$ cat src/plm_map.vh
`ifndef PLM_MAP_VH
`define PLM_MAP_VH

// register offsets
`define PLM_REG_ACNT 8'h04
`define PLM_REG_BLO 8'h05
`define PLM_REG_BHI 8'h06
`define PLM_REG_LOSS 8'h07
`define PLM_REG_STAT 8'h08
`define PLM_REG_PRESC 8'h0a
`define PLM_REG_LOCK 8'h0d
`define PLM_REG_ROLE 8'h58

// field positions
`define PLM_LOSS_EN_BIT 2
`define PLM_LOSS_DLY_HI 6
`define PLM_LOSS_DLY_LO 5
`define PLM_STAT_SEL_HI 5
`define PLM_STAT_SEL_LO 2
`define PLM_PRESC_HI 4
`define PLM_PRESC_LO 2
`define PLM_BBYP_BIT 6
`define PLM_ABL_HI 1
`define PLM_ABL_LO 0
`define PLM_WIN_BIT 5
`define PLM_LDOFF_BIT 6
`define PLM_ROLE_HI 6
`define PLM_ROLE_LO 5

// reset values
`define PLM_RST_ACNT 6'h00
`define PLM_RST_BCNT 13'h0000
`define PLM_RST_LOSS_EN 1'b0
`define PLM_RST_LOSS_DLY 2'h0
`define PLM_RST_STAT_SEL 4'h0
`define PLM_RST_PRESC 3'h0
`define PLM_RST_ABL 2'h0
`define PLM_RST_ROLE 2'h0

// status selector codes
`define PLM_SEL_DLD_HIGH 4'h1
`define PLM_SEL_DLD_LOW 4'h3
`define PLM_SEL_ALD_NCH 4'h5
`define PLM_SEL_REFERENCE_LOST_FLAG_HIGH 4'ha
`define PLM_SEL_ALD_PCH 4'hc
`define PLM_SEL_COMB_HIGH 4'hd
`define PLM_SEL_COMB_LOW 4'he
`define PLM_SEL_REFERENCE_LOST_FLAG_LOW 4'hf

// control pin roles
`define PLM_ROLE_RESET 2'h0
`define PLM_ROLE_ALIGN 2'h1
`define PLM_ROLE_PDOWN 2'h3

// prescaler codes
`define PLM_PS_FD1 3'h0
`define PLM_PS_FD2 3'h1
`define PLM_PS_DM2 3'h2
`define PLM_PS_DM4 3'h3
`define PLM_PS_DM8 3'h4
`define PLM_PS_DM16 3'h5
`define PLM_PS_DM32 3'h6
`define PLM_PS_FD3 3'h7

// timing, picoseconds
`define PLM_CLK_PS 5000
`define PLM_WIDE_ON_PS 9500
`define PLM_WIDE_OFF_PS 15000
`define PLM_NARROW_ON_PS 3500
`define PLM_NARROW_OFF_PS 7000
`define PLM_ABL0_PS 1300
`define PLM_ABL1_PS 2500
`define PLM_ABL2_PS 5000
`define PLM_ABL3_PS 10000

// arm delays in phase comparator cycles
`define PLM_ARM_D0 5'd3
`define PLM_ARM_D1 5'd6
`define PLM_ARM_D2 5'd12
`define PLM_ARM_D3 5'd24

`endif

$ cat src/plm_monitor.v
// What this block does
// - dual-modulus feedback divides the oscillator clock by P times B plus A
// - fixed-divide mode ignores A, ratio is P times B
// - mode combinations and B bypass reach every ratio down to one
// - two-bit field sets antibacklash width, zero gives about 1.3 ns
// - four-bit selector picks the signal driven on the status pin
// - digital lock on status pin is push-pull, polarity set by code
// - wide window: lock within 9.5 ns, unlock at 15 ns or more
// - narrow window: lock within 3.5 ns, unlock at 7 ns or more
// - lock disable bit turns the digital lock detector off
// - code 1100 analog lock as P open-drain, 0101 as N open-drain
// - analog lock true apart from false pulses growing with separation
// - code 1010 reference-lost high, 1111 reference-lost low
// - reference monitor advances on oscillator edges only
// - digital lock clears after reference loss once an unpaired feedback edge reaches the unlock limit
// - code 1101 not-lock OR reference-lost high, 1110 same low
// - monitor arms after lock holds 3 to 24 comparator cycles by field
// - armed monitor on missing reference sets flag and tristates pump
// - clearing enable releases pump and flag, setting it re-arms
// - two-bit field picks control pin role, open pin means reset
// - role 00 reset, 01 output align, 11 power-down, all low active
`timescale 1ns/1ps
`default_nettype none
`include "plm_map.vh"

module plm_monitor (
  input wire clk,
  input wire rst_b,
  input wire reference_clock_input,
  input wire vcoIn,
  input wire functionPin,
  input wire [7:0] regAddr,
  input wire [7:0] regWrData,
  input wire regWrEn,
  output reg [7:0] regRdData,
  output reg statusOut,
  output reg statusOe,
  output wire pumpUp,
  output wire pumpDown,
  output wire pumpTristate,
  output wire digitalLock,
  output reg feedbackPulse,
  output wire hardResetActive,
  output wire outputAlignActive,
  output wire powerDownActive
);
  // pin synchronisers
  reg refMeta;
  reg refSync;
  reg refLast;
  reg vcoMeta;
  reg vcoSync;
  reg vcoLast;
  reg pinMeta;
  reg pinSync;

  always @(posedge clk) begin
    if (!rst_b) begin
      refMeta <= 1'b0;
      refSync <= 1'b0;
      refLast <= 1'b0;
      vcoMeta <= 1'b0;
      vcoSync <= 1'b0;
      vcoLast <= 1'b0;
      pinMeta <= 1'b0;
      pinSync <= 1'b0;
    end else begin
      refMeta <= reference_clock_input;
      refSync <= refMeta;
      refLast <= refSync;
      vcoMeta <= vcoIn;
      vcoSync <= vcoMeta;
      vcoLast <= vcoSync;
      pinMeta <= functionPin;
      pinSync <= pinMeta;
    end
  end

  wire refEdge = refSync & ~refLast;
  wire vcoEdge = vcoSync & ~vcoLast;

  // registers
  reg [5:0] aCount;
  reg [12:0] bCount;
  reg lossEnable;
  reg [1:0] armDelaySel;
  reg [3:0] statusSel;
  reg [2:0] prescCode;
  reg bBypass;
  reg [1:0] ablSel;
  reg windowNarrow;
  reg lockDisable;
  reg [1:0] pinRole;

  // a low pin in reset role reloads the defaults; the pin reads low when open
  wire pinLow = ~pinSync;
  wire pinReset = (pinRole == `PLM_ROLE_RESET) && pinLow;
  wire coreRst_b = rst_b & ~pinReset;

  assign hardResetActive = pinReset;
  assign outputAlignActive = (pinRole == `PLM_ROLE_ALIGN) && pinLow;
  assign powerDownActive = (pinRole == `PLM_ROLE_PDOWN) && pinLow;

  always @(posedge clk) begin
    if (!coreRst_b) begin
      aCount <= `PLM_RST_ACNT;
      bCount <= `PLM_RST_BCNT;
      lossEnable <= `PLM_RST_LOSS_EN;
      armDelaySel <= `PLM_RST_LOSS_DLY;
      statusSel <= `PLM_RST_STAT_SEL;
      prescCode <= `PLM_RST_PRESC;
      bBypass <= 1'b0;
      ablSel <= `PLM_RST_ABL;
      windowNarrow <= 1'b0;
      lockDisable <= 1'b0;
      pinRole <= `PLM_RST_ROLE;
    end else if (regWrEn) begin
      case (regAddr)
        `PLM_REG_ACNT: begin
          aCount <= regWrData[5:0];
        end
        `PLM_REG_BLO: begin
          bCount[7:0] <= regWrData;
        end
        `PLM_REG_BHI: begin
          bCount[12:8] <= regWrData[4:0];
        end
        `PLM_REG_LOSS: begin
          lossEnable <= regWrData[`PLM_LOSS_EN_BIT];
          armDelaySel <= regWrData[`PLM_LOSS_DLY_HI:`PLM_LOSS_DLY_LO];
        end
        `PLM_REG_STAT: begin
          statusSel <= regWrData[`PLM_STAT_SEL_HI:`PLM_STAT_SEL_LO];
        end
        `PLM_REG_PRESC: begin
          prescCode <= regWrData[`PLM_PRESC_HI:`PLM_PRESC_LO];
          bBypass <= regWrData[`PLM_BBYP_BIT];
        end
        `PLM_REG_LOCK: begin
          ablSel <= regWrData[`PLM_ABL_HI:`PLM_ABL_LO];
          windowNarrow <= regWrData[`PLM_WIN_BIT];
          lockDisable <= regWrData[`PLM_LDOFF_BIT];
        end
        `PLM_REG_ROLE: begin
          pinRole <= regWrData[`PLM_ROLE_HI:`PLM_ROLE_LO];
        end
        default: begin
        end
      endcase
    end
  end

  // feedback ratio
  function [18:0] feedbackRatio;
    input [2:0] code;
    input [5:0] a;
    input [12:0] b;
    input bypass;
    reg [18:0] pv;
    reg [18:0] bv;
    reg [18:0] prod;
    reg dm;
    begin
      dm = 1'b1;
      case (code)
        `PLM_PS_FD1: begin
          pv = 19'd1;
          dm = 1'b0;
        end
        `PLM_PS_FD2: begin
          pv = 19'd2;
          dm = 1'b0;
        end
        `PLM_PS_FD3: begin
          pv = 19'd3;
          dm = 1'b0;
        end
        `PLM_PS_DM2: pv = 19'd2;
        `PLM_PS_DM4: pv = 19'd4;
        `PLM_PS_DM8: pv = 19'd8;
        `PLM_PS_DM16: pv = 19'd16;
        default: pv = 19'd32;
      endcase
      // bypass only counts in fixed-divide mode
      bv = (bypass && !dm) ? 19'd1 : {6'h00, b};
      prod = pv * bv;
      if (dm) begin
        prod = prod + {13'h0000, a};
      end
      // a zero ratio is invalid; fall back to one instead of stalling
      feedbackRatio = (prod == 19'd0) ? 19'd1 : prod;
    end
  endfunction

  wire [18:0] ratio = feedbackRatio(prescCode, aCount, bCount, bBypass);
  reg [18:0] fbCount;

  always @(posedge clk) begin
    if (!coreRst_b) begin
      fbCount <= 19'd0;
      feedbackPulse <= 1'b0;
    end else if (vcoEdge) begin
      if (fbCount >= ratio - 19'd1) begin
        fbCount <= 19'd0;
        feedbackPulse <= 1'b1;
      end else begin
        fbCount <= fbCount + 19'd1;
        feedbackPulse <= 1'b0;
      end
    end else begin
      feedbackPulse <= 1'b0;
    end
  end

  wire rawUp;
  wire rawDown;
  wire analogLock;

  plm_phase_lock phaseLock (
    .clk(clk),
    .rst_b(coreRst_b),
    .refEdge(refEdge),
    .fbEdge(feedbackPulse),
    .ablSel(ablSel),
    .windowNarrow(windowNarrow),
    .lockDisable(lockDisable),
    .pumpUp(rawUp),
    .pumpDown(rawDown),
    .analogLock(analogLock),
    .digitalLock(digitalLock)
  );

  // reference-loss monitor
  function [4:0] armTarget;
    input [1:0] sel;
    begin
      case (sel)
        2'h0: armTarget = `PLM_ARM_D0;
        2'h1: armTarget = `PLM_ARM_D1;
        2'h2: armTarget = `PLM_ARM_D2;
        default: armTarget = `PLM_ARM_D3;
      endcase
    end
  endfunction

  reg [4:0] armCount;
  reg armed;
  reg refLost;
  reg [19:0] vcoSinceRef;
  // two comparator periods of oscillator edges without a reference edge
  wire [19:0] lossLimit = {ratio, 1'b0};

  always @(posedge clk) begin
    if (!coreRst_b || !lossEnable) begin
      armCount <= 5'd0;
      armed <= 1'b0;
      refLost <= 1'b0;
      vcoSinceRef <= 20'd0;
    end else begin
      if (!armed) begin
        if (!digitalLock) begin
          armCount <= 5'd0;
        end else if (feedbackPulse) begin
          if (armCount + 5'd1 >= armTarget(armDelaySel)) begin
            armed <= 1'b1;
          end
          armCount <= armCount + 5'd1;
        end
      end
      if (refEdge) begin
        vcoSinceRef <= 20'd0;
      end else if (vcoEdge) begin
        if (vcoSinceRef < lossLimit) begin
          vcoSinceRef <= vcoSinceRef + 20'd1;
        end else if (armed) begin
          refLost <= 1'b1;
        end
      end
    end
  end

  // lock clears only once an unpaired feedback edge reaches the unlock limit, so pump gating uses refLost
  assign pumpTristate = refLost;
  assign pumpUp = rawUp & ~refLost;
  assign pumpDown = rawDown & ~refLost;

  // status pin multiplexer
  wire lossOrUnlock = ~digitalLock | refLost;

  always @(posedge clk) begin
    if (!coreRst_b) begin
      statusOut <= 1'b0;
      statusOe <= 1'b1;
    end else begin
      case (statusSel)
        `PLM_SEL_DLD_HIGH: begin
          statusOut <= digitalLock;
          statusOe <= 1'b1;
        end
        `PLM_SEL_DLD_LOW: begin
          statusOut <= ~digitalLock;
          statusOe <= 1'b1;
        end
        `PLM_SEL_ALD_PCH: begin
          statusOut <= 1'b1;
          statusOe <= analogLock;
        end
        `PLM_SEL_ALD_NCH: begin
          statusOut <= 1'b0;
          statusOe <= ~analogLock;
        end
        `PLM_SEL_REFERENCE_LOST_FLAG_HIGH: begin
          statusOut <= refLost;
          statusOe <= 1'b1;
        end
        `PLM_SEL_REFERENCE_LOST_FLAG_LOW: begin
          statusOut <= ~refLost;
          statusOe <= 1'b1;
        end
        `PLM_SEL_COMB_HIGH: begin
          statusOut <= lossOrUnlock;
          statusOe <= 1'b1;
        end
        `PLM_SEL_COMB_LOW: begin
          statusOut <= ~lossOrUnlock;
          statusOe <= 1'b1;
        end
        default: begin
          statusOut <= 1'b0;
          statusOe <= 1'b1;
        end
      endcase
    end
  end

  // register readback; reserved bits read zero
  always @(posedge clk) begin
    if (!coreRst_b) begin
      regRdData <= 8'h00;
    end else begin
      case (regAddr)
        `PLM_REG_ACNT: regRdData <= {2'h0, aCount};
        `PLM_REG_BLO: regRdData <= bCount[7:0];
        `PLM_REG_BHI: regRdData <= {3'h0, bCount[12:8]};
        `PLM_REG_LOSS: regRdData <= {1'b0, armDelaySel, refLost, armed, lossEnable, 2'h0};
        `PLM_REG_STAT: regRdData <= {2'h0, statusSel, 2'h0};
        `PLM_REG_PRESC: regRdData <= {1'b0, bBypass, 1'b0, prescCode, 2'h0};
        `PLM_REG_LOCK: regRdData <= {digitalLock, lockDisable, windowNarrow, 3'h0, ablSel};
        `PLM_REG_ROLE: regRdData <= {1'b0, pinRole, 5'h00};
        default: regRdData <= 8'h00;
      endcase
    end
  end
endmodule // plm_monitor

`default_nettype wire

$ cat src/plm_phase_lock.v
`timescale 1ns/1ps
`default_nettype none
`include "plm_map.vh"

module plm_phase_lock (
  input wire clk,
  input wire rst_b,
  input wire refEdge,
  input wire fbEdge,
  input wire [1:0] ablSel,
  input wire windowNarrow,
  input wire lockDisable,
  output reg pumpUp,
  output reg pumpDown,
  output reg analogLock,
  output reg digitalLock
);
  // least times round down, longest times round up, never below one cycle
  localparam integer WIDE_ON_RAW = `PLM_WIDE_ON_PS / `PLM_CLK_PS;
  localparam integer NARROW_ON_RAW = `PLM_NARROW_ON_PS / `PLM_CLK_PS;
  localparam [3:0] WIDE_ON = (WIDE_ON_RAW < 1) ? 4'd1 : WIDE_ON_RAW[3:0];
  localparam [3:0] NARROW_ON = (NARROW_ON_RAW < 1) ? 4'd1 : NARROW_ON_RAW[3:0];
  localparam integer WIDE_OFF_RAW = (`PLM_WIDE_OFF_PS + `PLM_CLK_PS - 1) / `PLM_CLK_PS;
  localparam integer NARROW_OFF_RAW = (`PLM_NARROW_OFF_PS + `PLM_CLK_PS - 1) / `PLM_CLK_PS;
  localparam [3:0] WIDE_OFF = WIDE_OFF_RAW[3:0];
  localparam [3:0] NARROW_OFF = NARROW_OFF_RAW[3:0];

  function [3:0] ablCycles;
    input [1:0] sel;
    integer ps;
    begin
      case (sel)
        2'h0: ps = `PLM_ABL0_PS;
        2'h1: ps = `PLM_ABL1_PS;
        2'h2: ps = `PLM_ABL2_PS;
        default: ps = `PLM_ABL3_PS;
      endcase
      ps = (ps + `PLM_CLK_PS - 1) / `PLM_CLK_PS;
      ablCycles = (ps < 1) ? 4'd1 : ps[3:0];
    end
  endfunction

  wire [3:0] onLimit = windowNarrow ? NARROW_ON : WIDE_ON;
  wire [3:0] offLimit = windowNarrow ? NARROW_OFF : WIDE_OFF;
  wire [3:0] ablWidth = ablCycles(ablSel);

  reg [3:0] ablCount;
  reg refPend;
  reg fbPend;
  reg [3:0] sepCount;
  wire refAny = refEdge | refPend;
  wire fbAny = fbEdge | fbPend;

  // comparator with antibacklash overlap
  always @(posedge clk) begin
    if (!rst_b) begin
      pumpUp <= 1'b0;
      pumpDown <= 1'b0;
      ablCount <= 4'h0;
    end else if (pumpUp && pumpDown) begin
      if (ablCount >= ablWidth - 4'h1) begin
        pumpUp <= refEdge;
        pumpDown <= fbEdge;
        ablCount <= 4'h0;
      end else begin
        ablCount <= ablCount + 4'h1;
      end
    end else begin
      pumpUp <= pumpUp | refEdge;
      pumpDown <= pumpDown | fbEdge;
      ablCount <= 4'h0;
    end
  end

  // false pulse lasts while only one side is active, so it widens with separation
  always @(posedge clk) begin
    if (!rst_b) begin
      analogLock <= 1'b1;
    end else begin
      analogLock <= ~(pumpUp ^ pumpDown);
    end
  end

  // window measurement with hysteresis between the two limits
  always @(posedge clk) begin
    if (!rst_b || lockDisable) begin
      digitalLock <= 1'b0;
      refPend <= 1'b0;
      fbPend <= 1'b0;
      sepCount <= 4'h0;
    end else if (refAny && fbAny) begin
      if ((refEdge && fbEdge && !refPend && !fbPend) || sepCount <= onLimit) begin
        digitalLock <= 1'b1;
      end else if (sepCount >= offLimit) begin
        digitalLock <= 1'b0;
      end
      refPend <= 1'b0;
      fbPend <= 1'b0;
      sepCount <= 4'h0;
    end else if (refAny || fbAny) begin
      if (sepCount >= offLimit) begin
        digitalLock <= 1'b0;
        refPend <= 1'b0;
        fbPend <= 1'b0;
        sepCount <= 4'h0;
      end else begin
        refPend <= refAny;
        fbPend <= fbAny;
        sepCount <= sepCount + 4'h1;
      end
    end
  end
endmodule // plm_phase_lock

`default_nettype wire

$ cat config.mk
export PLATFORM = sky130hd
export DESIGN_NAME = plm_monitor
export DESIGN_NICKNAME = d
export VERILOG_FILES = /design/src/plm_monitor.v /design/src/plm_phase_lock.v
export VERILOG_INCLUDE_DIRS = /design/src
export SDC_FILE = /design/constraint.sdc
export NUM_CORES = 1
export LEC_CHECK = 0
export ABC_AREA = 1
export BUFFER_PORTS_ARGS = -buffer_cell sky130_fd_sc_hd__buf_2
export CAP_MARGIN = 10
export CORE_MARGIN = 4
export CORE_UTILIZATION = 25
export CTS_CLUSTER_SIZE = 28
export DETAILED_ROUTE_END_ITERATION = 8
export SETUP_SLACK_MARGIN = 0.02
export SLEW_MARGIN = 40
export SYNTH_ARGS = -nofsm -noshare
export SYNTH_HDL_FRONTEND = slang
export SYNTH_SLANG_ARGS = --single-unit
$ cat constraint.sdc
create_clock -name clk -period 8.5 [get_ports clk]
set_input_delay 0.85 -clock clk [delete_from_list [all_inputs] [get_ports clk]]
set_output_delay 0.85 -clock clk [all_outputs]
set_load 0.005 [all_outputs]
Yosys cells after proc, flatten, opt, wreduce, memory -nomap -nowiden. Index checks and enable logic that the tools add are counted.

Divide/modulo/power cells: 1. Mux-type cells: 34. Eq/ne operators: 30. $mul: 1. Order comparisons: 7. Reductions and logical operators: 40. Bitwise logic cells: 25. $add $sub $neg: 10.

Operators by type and width (count): case mux 8 bit (8 select lines) (1); 2-to-1 mux 19 bit (3); case mux 14 bit (3 select lines) (1); case mux 6 bit (6 select lines) (1); divider 32 x 14 -> 32 bit, second input constant (1); equality test 8 x 3 -> 1 bit, second input constant (4); less-than comparator 32 x 2 -> 1 bit, second input constant (1); subtractor 32 x 2 -> 32 bit, second input constant (1); 2-to-1 mux 5 bit (6); equality test 8 x 4 -> 1 bit, second input constant (3); AND reduction 2 bit (11); adder 20 x 1 -> 20 bit, second input constant (1); equality test 4 bit, second input constant (5); less-than comparator 20 bit (1); adder 19 x 1 -> 19 bit, second input constant (1); adder 19 x 6 -> 19 bit (1); >= comparator 19 bit (1); logical NOT 19 bit (1); multiplier 19 x 13 -> 19 bit (1); subtractor 19 x 1 -> 19 bit, second input constant (1); 2-to-1 mux 1 bit (16); adder 14 x 13 -> 15 bit, second input constant (1); case mux 5 bit (3 select lines) (1); inverter 1 bit (14); 32 further kinds (70).

Register bits: 115. Word-level logic and storage cells: 185. Output and inout bits: 18. Input bits: 22.

Logic depth before layout (Yosys ltp). Gate-level depths: netlist of run 1.

Depth after elaboration: 12. Mapped depth: 56. Depth with buffers taken out: 54.

Modules after synthesis. From an unflattened synthesis of run 1, not the netlist that was laid out.

Cell total of the unflattened synthesis: 1455. Area, all modules: 9964.6 µm².

Modules (own cells, without submodules): plm_monitor (sequential area each 2021.9 µm², area an instance 9273.9 µm², cells each 1365, times used 1); plm_phase_lock (sequential area each 280.3 µm², area an instance 690.7 µm², cells each 90, times used 1).

Worst setup path after synthesis of run 1. Ideal clock, no wire load.

Kind: register to register. Start: reg prescCode[0]. End: reg fbCount[10]. Arrival time: 7.504 ns. Library setup time: 0.126 ns. Setup slack: 0.870 ns. Cell stages (with the launch flop): 53. Data required time: 8.374 ns. Period minus slack after synthesis: 7.630 ns. Buffers on the path: 3. Path through: dfxtp_1 -> nand3_1 -> o21ai_2 -> nand2_1 -> inv_1 -> clkbuf_1 -> nor2_1 -> inv_1 -> nor2_1 -> fa_1 -> fa_1 -> fa_1 -> ha_1 -> buf_4 -> xor2_1 -> ha_1 -> nand2_1 -> nor2_1 -> [17 not listed] -> nand2_1 -> inv_2 -> nand3_1 -> xor2_1 -> inv_1 -> ha_1 -> nand4_1 -> o21ai_0 -> nand2_1 -> nand2_1 -> nand2_1 -> nand2_1 -> nand3_1 -> nand3_1 -> nand2_1 -> nand2_1 -> clkbuf_1 -> nor2_1.

Cells in the longest elaborated chain, start to end: 12. Elaborated cells between the ends (all ways): 20. Those cells by class: 2 x add/sub; 1 x mul; 1 x order compare; 6 x eq/ne; 5 x mux; 5 x reduce/logical.

RTL lines: from (decl) (line plm_monitor.v:88) `reg [2:0] prescCode;`; from (signal assigned) (line plm_monitor.v:111) `` prescCode <= `PLM_RST_PRESC; ``; from (signal assigned) (line plm_monitor.v:136) `` prescCode <= regWrData[`PLM_PRESC_HI:`PLM_PRESC_LO]; ``; branches (longest 6 deep; another with multiplier 19 x 13 -> 19 bit); 2-to-1 mux 19 bit * (line plm_monitor.v:187) `if (dm) begin`; logical NOT 19 bit (line plm_monitor.v:191) `feedbackRatio = (prod == 19'd0) ? 19'd1 : prod;`; 2-to-1 mux 19 bit * (line plm_monitor.v:191); subtractor 19 x 1 -> 19 bit * (line plm_monitor.v:203) `if (fbCount >= ratio - 19'd1) begin`; >= comparator 19 bit * (line plm_monitor.v:203); 2-to-1 mux 19 bit * (line plm_monitor.v:203); to (signal assigned) (line plm_monitor.v:207) `fbCount <= fbCount + 19'd1;`; to (decl) (line plm_monitor.v:196) `reg [18:0] fbCount;`.

Mark *: on every way between the ends. A chain may end at the register's enable or synchronous reset.

Worst setup path in the final report of run 1.
Start: reg prescCode[2]. End: reg fbCount[16].

The elaborated chain is that of the path after synthesis.

==> impl_metrics.yaml, run 1 <==
critical_path:
  end_kind: "register"
  cpPeakStageDelay_ns: 0.53
  crit_family: "simple AND/OR/NAND/NOR gates"
  crit_path_max_fanout: 18
  slowest_stage: "fa_1"
  crit_cells: 51
  reg2reg_depth: 51
  arrival_ns: 8.13
  cp.required_ns: 8.85
  critPathMostFrequentCell: "nand2_1"
  crit_type: "register to register"
  crit_buf_inv: 5
  start_kind: "register"
routing:
  wl_per_cell_um: 13.2
  drt_iter0_drc: 681
  viasPerCell: 4.66
  firstDrtPassIters: 5
  ant_nets: 0
  drc: 0
  via_count: 9487
  wirelength_um: 26800
finish:
  multiInputGateArea_um2: 6800
  fin_nets: 1661
  final_cell_mix: "nand2_1, inv_1, nor2_1"
  final_util_pct: 29.3
  num_antenna_cells: 0
  drive_gt1_share_pct: 10.4
  ff_latch_area_um2: 2310
  final_cell_count_no_fill: 2034
  layout_commonest_cell: "nand2_1"
  n_fill_cell: 4309
  area_growth_pct: 14.8
synthesis:
  synth.area.top_cells: "dfxtp_1, nand2_1, ha_1"
  syn_inst: 1460
  syn_nets: 1618
  ys_seq_elements: 115
  synth_edf_count: 0
  ys_types: 50
  synth-seq-area-share_pct: 23.1
  yosysTopAreaCellShare_pct: 23.1
  avgSynthCellArea_um2: 6.84
  yosysWarnings: 0
  yosysTopAreaCell: "dfxtp_1"
  synth_area_um2: 9990
  ys_async_sr_fraction_pct: 0
  ys.flop_type: "dfxtp_1"
die:
  die_area_um2: 43200
  std_cell_rows: 72
  die_h_um: 208
  die_w_um: 208
  fp.coreArea_um2: 39100
  io_pins: 40
  start_util_pct: 25.5
timing:
  final_max_slew_viol_count: 0
  worst_slew_margin_rel_pct: 58.1
  whs_ns: 0.415
  setup_tns_ns: 0
  fin_crit_sh_pct: 91.5
  min_period_ns: 7.78
  hold_viol: 0
  worst_clock_skew_ns: 0.00765
  setup_viol: 0
  tightest_slew_ns: 0.625
  clock.fmax_ghz: 0.129
worst_hold_path:
  whs_path_depth: 2
  hold_class: "register to register"
place:
  gp_congestion: 0.894
  dpl.hpwl_um: 21600
  port_buffers: 39
  placedCellCount: 1999
cts:
  cts_tree: "yes"
  root_buffer: "clkbuf_16"
  clk_pin_slew_ns: 0.06
  clockBufferDepth: 2
  cts_sinks: 115
  htreeDepth: 4
  insertion_delay_ns: 0.43
  cts_made_buffers: 17
grt:
  grt.overflow.total: 0
  grt_max_degree: 41
  grt_pass1_vias: 9332
  grt_pass1_wl_um: 45500
  antenna_found_initial: 0
  grt_usage_pct: 12.5
run:
  max_cap_viol_count: 0
power_and_ir_drop:
  p_per_area_nw_per_um2: 111
  p_leak_nw: 5.08
  vdd_drop_max_mv: 0.0821
outcome:
  outcome: "finished clean"
[cell type report]
cell class / count / share of cell area [%]
Multi-Input combinational cell: 1095 / 59.4
Sequential cell: 115 / 20.1
Inverter: 222 / 7.30
Tap cell: 518 / 5.65
Clock buffer: 17 / 3.71
Timing Repair Buffer: 51 / 2.49
Clock inverter: 15 / 1.30
Timing Repair inverter: 1 / 0.0655
[repair_timing]
| action | CTS | global route |
|---|---|---|
| cloned | 0 | 1 |
| gates resized for setup | 1 | 29 |
| setup endpoints to repair | 2 | 20 |
| pin swaps | 0 | 1 |
| hold buffers | 0 | 0 |
| endpoints found under the hold margin | 0 | 0 |
| setup buffers | 0 | 2 |
[path summary, 6_finish.rpt]
check                                                from                  endpoint  slack (ns)
worst max-delay path            prescCode[2]$_SDFFE_PN0P_  fbCount[16]$_SDFFE_PN0P_        0.72
worst min-delay path                   vcoMeta$_SDFF_PN0_        vcoSync$_SDFF_PN0_        0.41
worst max register to register  prescCode[2]$_SDFFE_PN0P_  fbCount[16]$_SDFFE_PN0P_        0.72
worst min register to register         vcoMeta$_SDFF_PN0_        vcoSync$_SDFF_PN0_        0.41
[worst reg2reg max path, delay by kind of cell (launching register included)]
| family | cells | cell delay (ns) |
|---|---|---|
| AND/OR/NAND/NOR | 33 | 3.20 |
| adder cells (fa/ha/maj) | 7 | 2.66 |
| AO/OA/AOI/OAI | 4 | 0.56 |
| buffers and inverters | 5 | 0.54 |
| flip-flops | 1 | 0.40 |
| XOR/XNOR | 2 | 0.33 |
[state kept, by name, indices dropped and copies added, names as in the netlist, 3 cells and up]
register	cells
aCount	6
armCount	5
bCount	13
fbCount	19
phaseLock.ablCount	4
phaseLock.sepCount	4
prescCode	3
regRdData	8
statusSel	4
vcoSinceRef	20
[stage by stage]
step	power [mW]	instance area, µm²	worst slack, ns
floorplan	0.570	9990	0.870
CTS	1.28	11300	0.165
finish	1.27	11500	0.721
detailed placement	0.583	10800	-0.0122
global placement	0.582	10700	0.318
global route	1.31	11500	-0.0105
[routing by layer]
layer	GRT usage (%)	part of all wire, %	up-vias
met2	21.0	47	213
met5	0	0	-
li1	-	-	4808
met3	2.12	4.8	48
met1	16.0	46	4418
met4	4.71	2.9	0
[synthesized netlist by cell type (all sizes together), types with 37 or more instances]
cell     n
a21oi  103
dfxtp  115
fa      46
ha      90
inv    219
nand2  331
nand3   73
nand4   41
nor2   202
nor3    37
o21ai   62
xor2    40
[report_power, final]
| group | internal (mW) | leakage, nW | switching (mW) |
|---|---|---|---|
| Clock | 0.409 | 0.276 | 0.290 |
| Combinational | 0.00874 | 3.87 | 0.0209 |
| Sequential | 0.541 | 0.929 | 0.000944 |
[cells by family after synthesis]
logic type | count (synthesis) | synth area share, %
compound gates | 198 | 10.9
xor+xnor | 57 | 5.15
fa+ha+maj | 136 | 20.5
buf+inv | 250 | 9.97
flops | 115 | 23.1
other cells | 1 | 0.0375
simple gates | 703 | 30.4
Power figures use the tool's default switching activity.
==> inputs of run 2 (changes only) <==
Settings changed: ABC_AREA 1 to default.
==> impl_metrics.yaml, run 2 <==
outcome:
  outcome: "finished clean"
routing:
  via_count: 8508
  ant_nets: 0
  wirelength_um: 25800
  viasPerCell: 4.96
  drt_iter0_drc: 554
  firstDrtPassIters: 5
  drc: 0
  wl_per_cell_um: 15.0
synthesis:
  synthSimpleGateAreaFrac_pct: 26.5
  synth-compound-area-share_pct: 16.6
  synth_mux_area_share_pct: 1.86
  avgSynthCellArea_um2: 8.25
  yosysMostFrequentCell: "dfxtp_1"
  ys_async_sr_fraction_pct: 0
  synth_fa_ha_area_share_pct: 21.6
  synth_area_um2: 9490
  synthXorXnorAreaFrac_pct: 5.98
  yosysTopAreaCellShare_pct: 24.3
  syn_inst: 1150
  synth_edf_count: 0
  syn_nets: 1308
  synth_top_family_by_area: "simple AND/OR/NAND/NOR gates"
  yosysWarnings: 0
  ys_types: 76
  yosysTopAreaCell: "dfxtp_1"
  ys_top_cells_by_count: "dfxtp_1, nor2_1, nand2_1"
  ys_seq_elements: 115
  ys.flop_type: "dfxtp_1"
  synth.area.top_cells: "dfxtp_1, ha_1, fa_1"
  synth-seq-area-share_pct: 24.3
finish:
  n_fill_cell: 3950
  final_cell_count_no_fill: 1717
  layout_commonest_cell: "dfxtp_1"
  num_antenna_cells: 0
  drive_gt1_share_pct: 12.0
  fin_nets: 1351
  largest_reg_flops: 20
  final_util_pct: 29.5
  ff_latch_area_um2: 2300
  final_cell_mix: "dfxtp_1, nor2_1, nand2_1"
  area_growth_pct: 16.9
  top_regs: "vcoSinceRef: 20 flops, fbCount: 19 flops, bCount: 13 flops"
  final_cell_area_um2: 11100
  regMostFlops: "vcoSinceRef"
  multiInputGateArea_um2: 7000
critical_path:
  start_kind: "register"
  critPathLaunch: "prescCode[2]$_SDFFE_PN0P_"
  r2r-start: "prescCode[2]$_SDFFE_PN0P_"
  critPathMostFrequentCell: "o21a_1"
  end_kind: "register"
  reg2reg_depth: 31
  crit_type: "register to register"
  cpPeakStageDelay_ns: 0.56
  arrival_ns: 8.33
  cp.required_ns: 8.83
  slowest_stage: "or4_4"
  regToRegSetupSlack_ns: 0.49
  crit_buf_inv: 0
  crit_family: "compound AO/OA/AOI/OAI gates"
  crit_path_max_fanout: 12
  crit_cells: 31
  timing.rr.end: "fbCount[14]$_SDFFE_PN0P_"
die:
  start_util_pct: 25.3
  io_pins: 40
  die_h_um: 203
  fp.coreArea_um2: 37600
  std_cell_rows: 71
  die_w_um: 203
  die_area_um2: 41200
power_and_ir_drop:
  power_mw: 1.33
  p_per_area_nw_per_um2: 120
  p_leak_nw: 4.42
  vdd_drop_max_mv: 0.125
grt:
  grt_max_degree: 58
  grt_usage_pct: 12.4
  grt_pass1_vias: 8411
  grt.overflow.total: 0
  antenna_found_initial: 1
  grt_pass1_wl_um: 42400
worst_hold_path:
  min_to: "refSync$_SDFF_PN0_"
  hold_class: "register to register"
  hold_path.startpoint: "refMeta$_SDFF_PN0_"
  whs_path_depth: 1
timing:
  final_max_slew_viol_count: 0
  hold_viol: 0
  setup_tns_ns: 0
  fin_crit_sh_pct: 94.2
  setup_viol: 0
  fin_ws_ns: 0.492
  tightest_slew_ns: 0.853
  worst_clock_skew_ns: 0.0178
  whs_ns: 0.433
  clock.fmax_ghz: 0.125
  min_period_ns: 8.01
  rsz0062_at_grt: "no"
  worst_slew_margin_rel_pct: 42.6
cts:
  insertion_delay_ns: 0.42
  cts_tree: "yes"
  cts_sinks: 115
  root_buffer: "clkbuf_16"
  clockBufferDepth: 2
  htreeDepth: 4
  cts_made_buffers: 17
  clk_pin_slew_ns: 0.06
place:
  post-place-ws_ns: 0.0502
  placedCellCount: 1682
  dpl.hpwl_um: 19500
  port_buffers: 39
  gp_congestion: 0.868
  dpl-instance-area_um2: 10400
run:
  max_cap_viol_count: 0
-- run 2: cell types whose count changed after synthesis, sizes merged, moves of 15 or more --
cell,change
nand4,-15
nor2,-88
inv,-186
clkbuf,+16
o21ai,-27
nor2b,+29
and2,+39
xnor2,+17
a21o,+15
nand2,-222
o21a,+18
a21oi,-27
-- run 2: logic make-up (layout without fill, tap and decap cells) --
| logic type | count (synthesis) | in the layout |
|---|---|---|
| adder cells (fa/ha/maj) | 136 | 136 |
| AO/OA/AOI/OAI | 231 | 233 |
| flip-flops | 115 | 115 |
| AND/OR/NAND/NOR | 507 | 507 |
| other | 1 | 1 |
| multiplexers | 17 | 17 |
| XOR/XNOR | 64 | 64 |
| buffers and inverters | 79 | 133 |
-- run 2: report_power, final --
| group | internal [mW] | total (mW) | switching, mW |
|---|---|---|---|
| logic | 0.00977 | 0.0310 | 0.0212 |
| clock network | 0.486 | 0.755 | 0.270 |
| registers | 0.541 | 0.542 | 0.000799 |
-- run 2: metal layers --
metal	wire length [µm]	part of all wire, %	vias to the layer above	GRT usage [%]
li1	-	-	4215	-
met1	12000	46	4050	16.1
met2	12100	47	188	20.9
met3	952	3.7	53	1.77
met4	742	2.9	2	4.85
met5	20	0.078	-	0
-- run 2: cell type report --
type                    instances  area share [%]
clock inverters                11            1.36
multi-input cells             958            63.0
repair buffers                 68            3.72
flip-flops and latches        115            20.8
well taps                     511            5.76
clock buffers                  21            4.24
inverters                      33            1.12
-- run 2: worst max-delay path by stage --
stage,end,slack (ns)
floorplan,fbCount[10]$_SDFFE_PN0P_,0.41
global placement,feedbackPulse$_SDFF_PN0_,0.14
detailed placement,feedbackPulse$_SDFF_PN0_,0.05
CTS,feedbackPulse$_SDFF_PN0_,0.02
global route,fbCount[14]$_SDFFE_PN0P_,0.03
finish,fbCount[14]$_SDFFE_PN0P_,0.49
-- run 2: worst register-to-register path, delay by kind of cell (launching register included) --
family | cells | cell delay, ns
XOR/XNOR | 1 | 0.15
flip-flops | 1 | 0.42
adder cells (fa/ha/maj) | 7 | 2.72
AND/OR/NAND/NOR | 6 | 1.29
AO/OA/AOI/OAI | 17 | 3.34
-- run 2: what timing repair did --
action / CTS / global route
hold buffers: 0 / 0
buffers inserted: 0 / 1
setup endpoints to repair: 0 / 28
gates resized for setup: 0 / 18
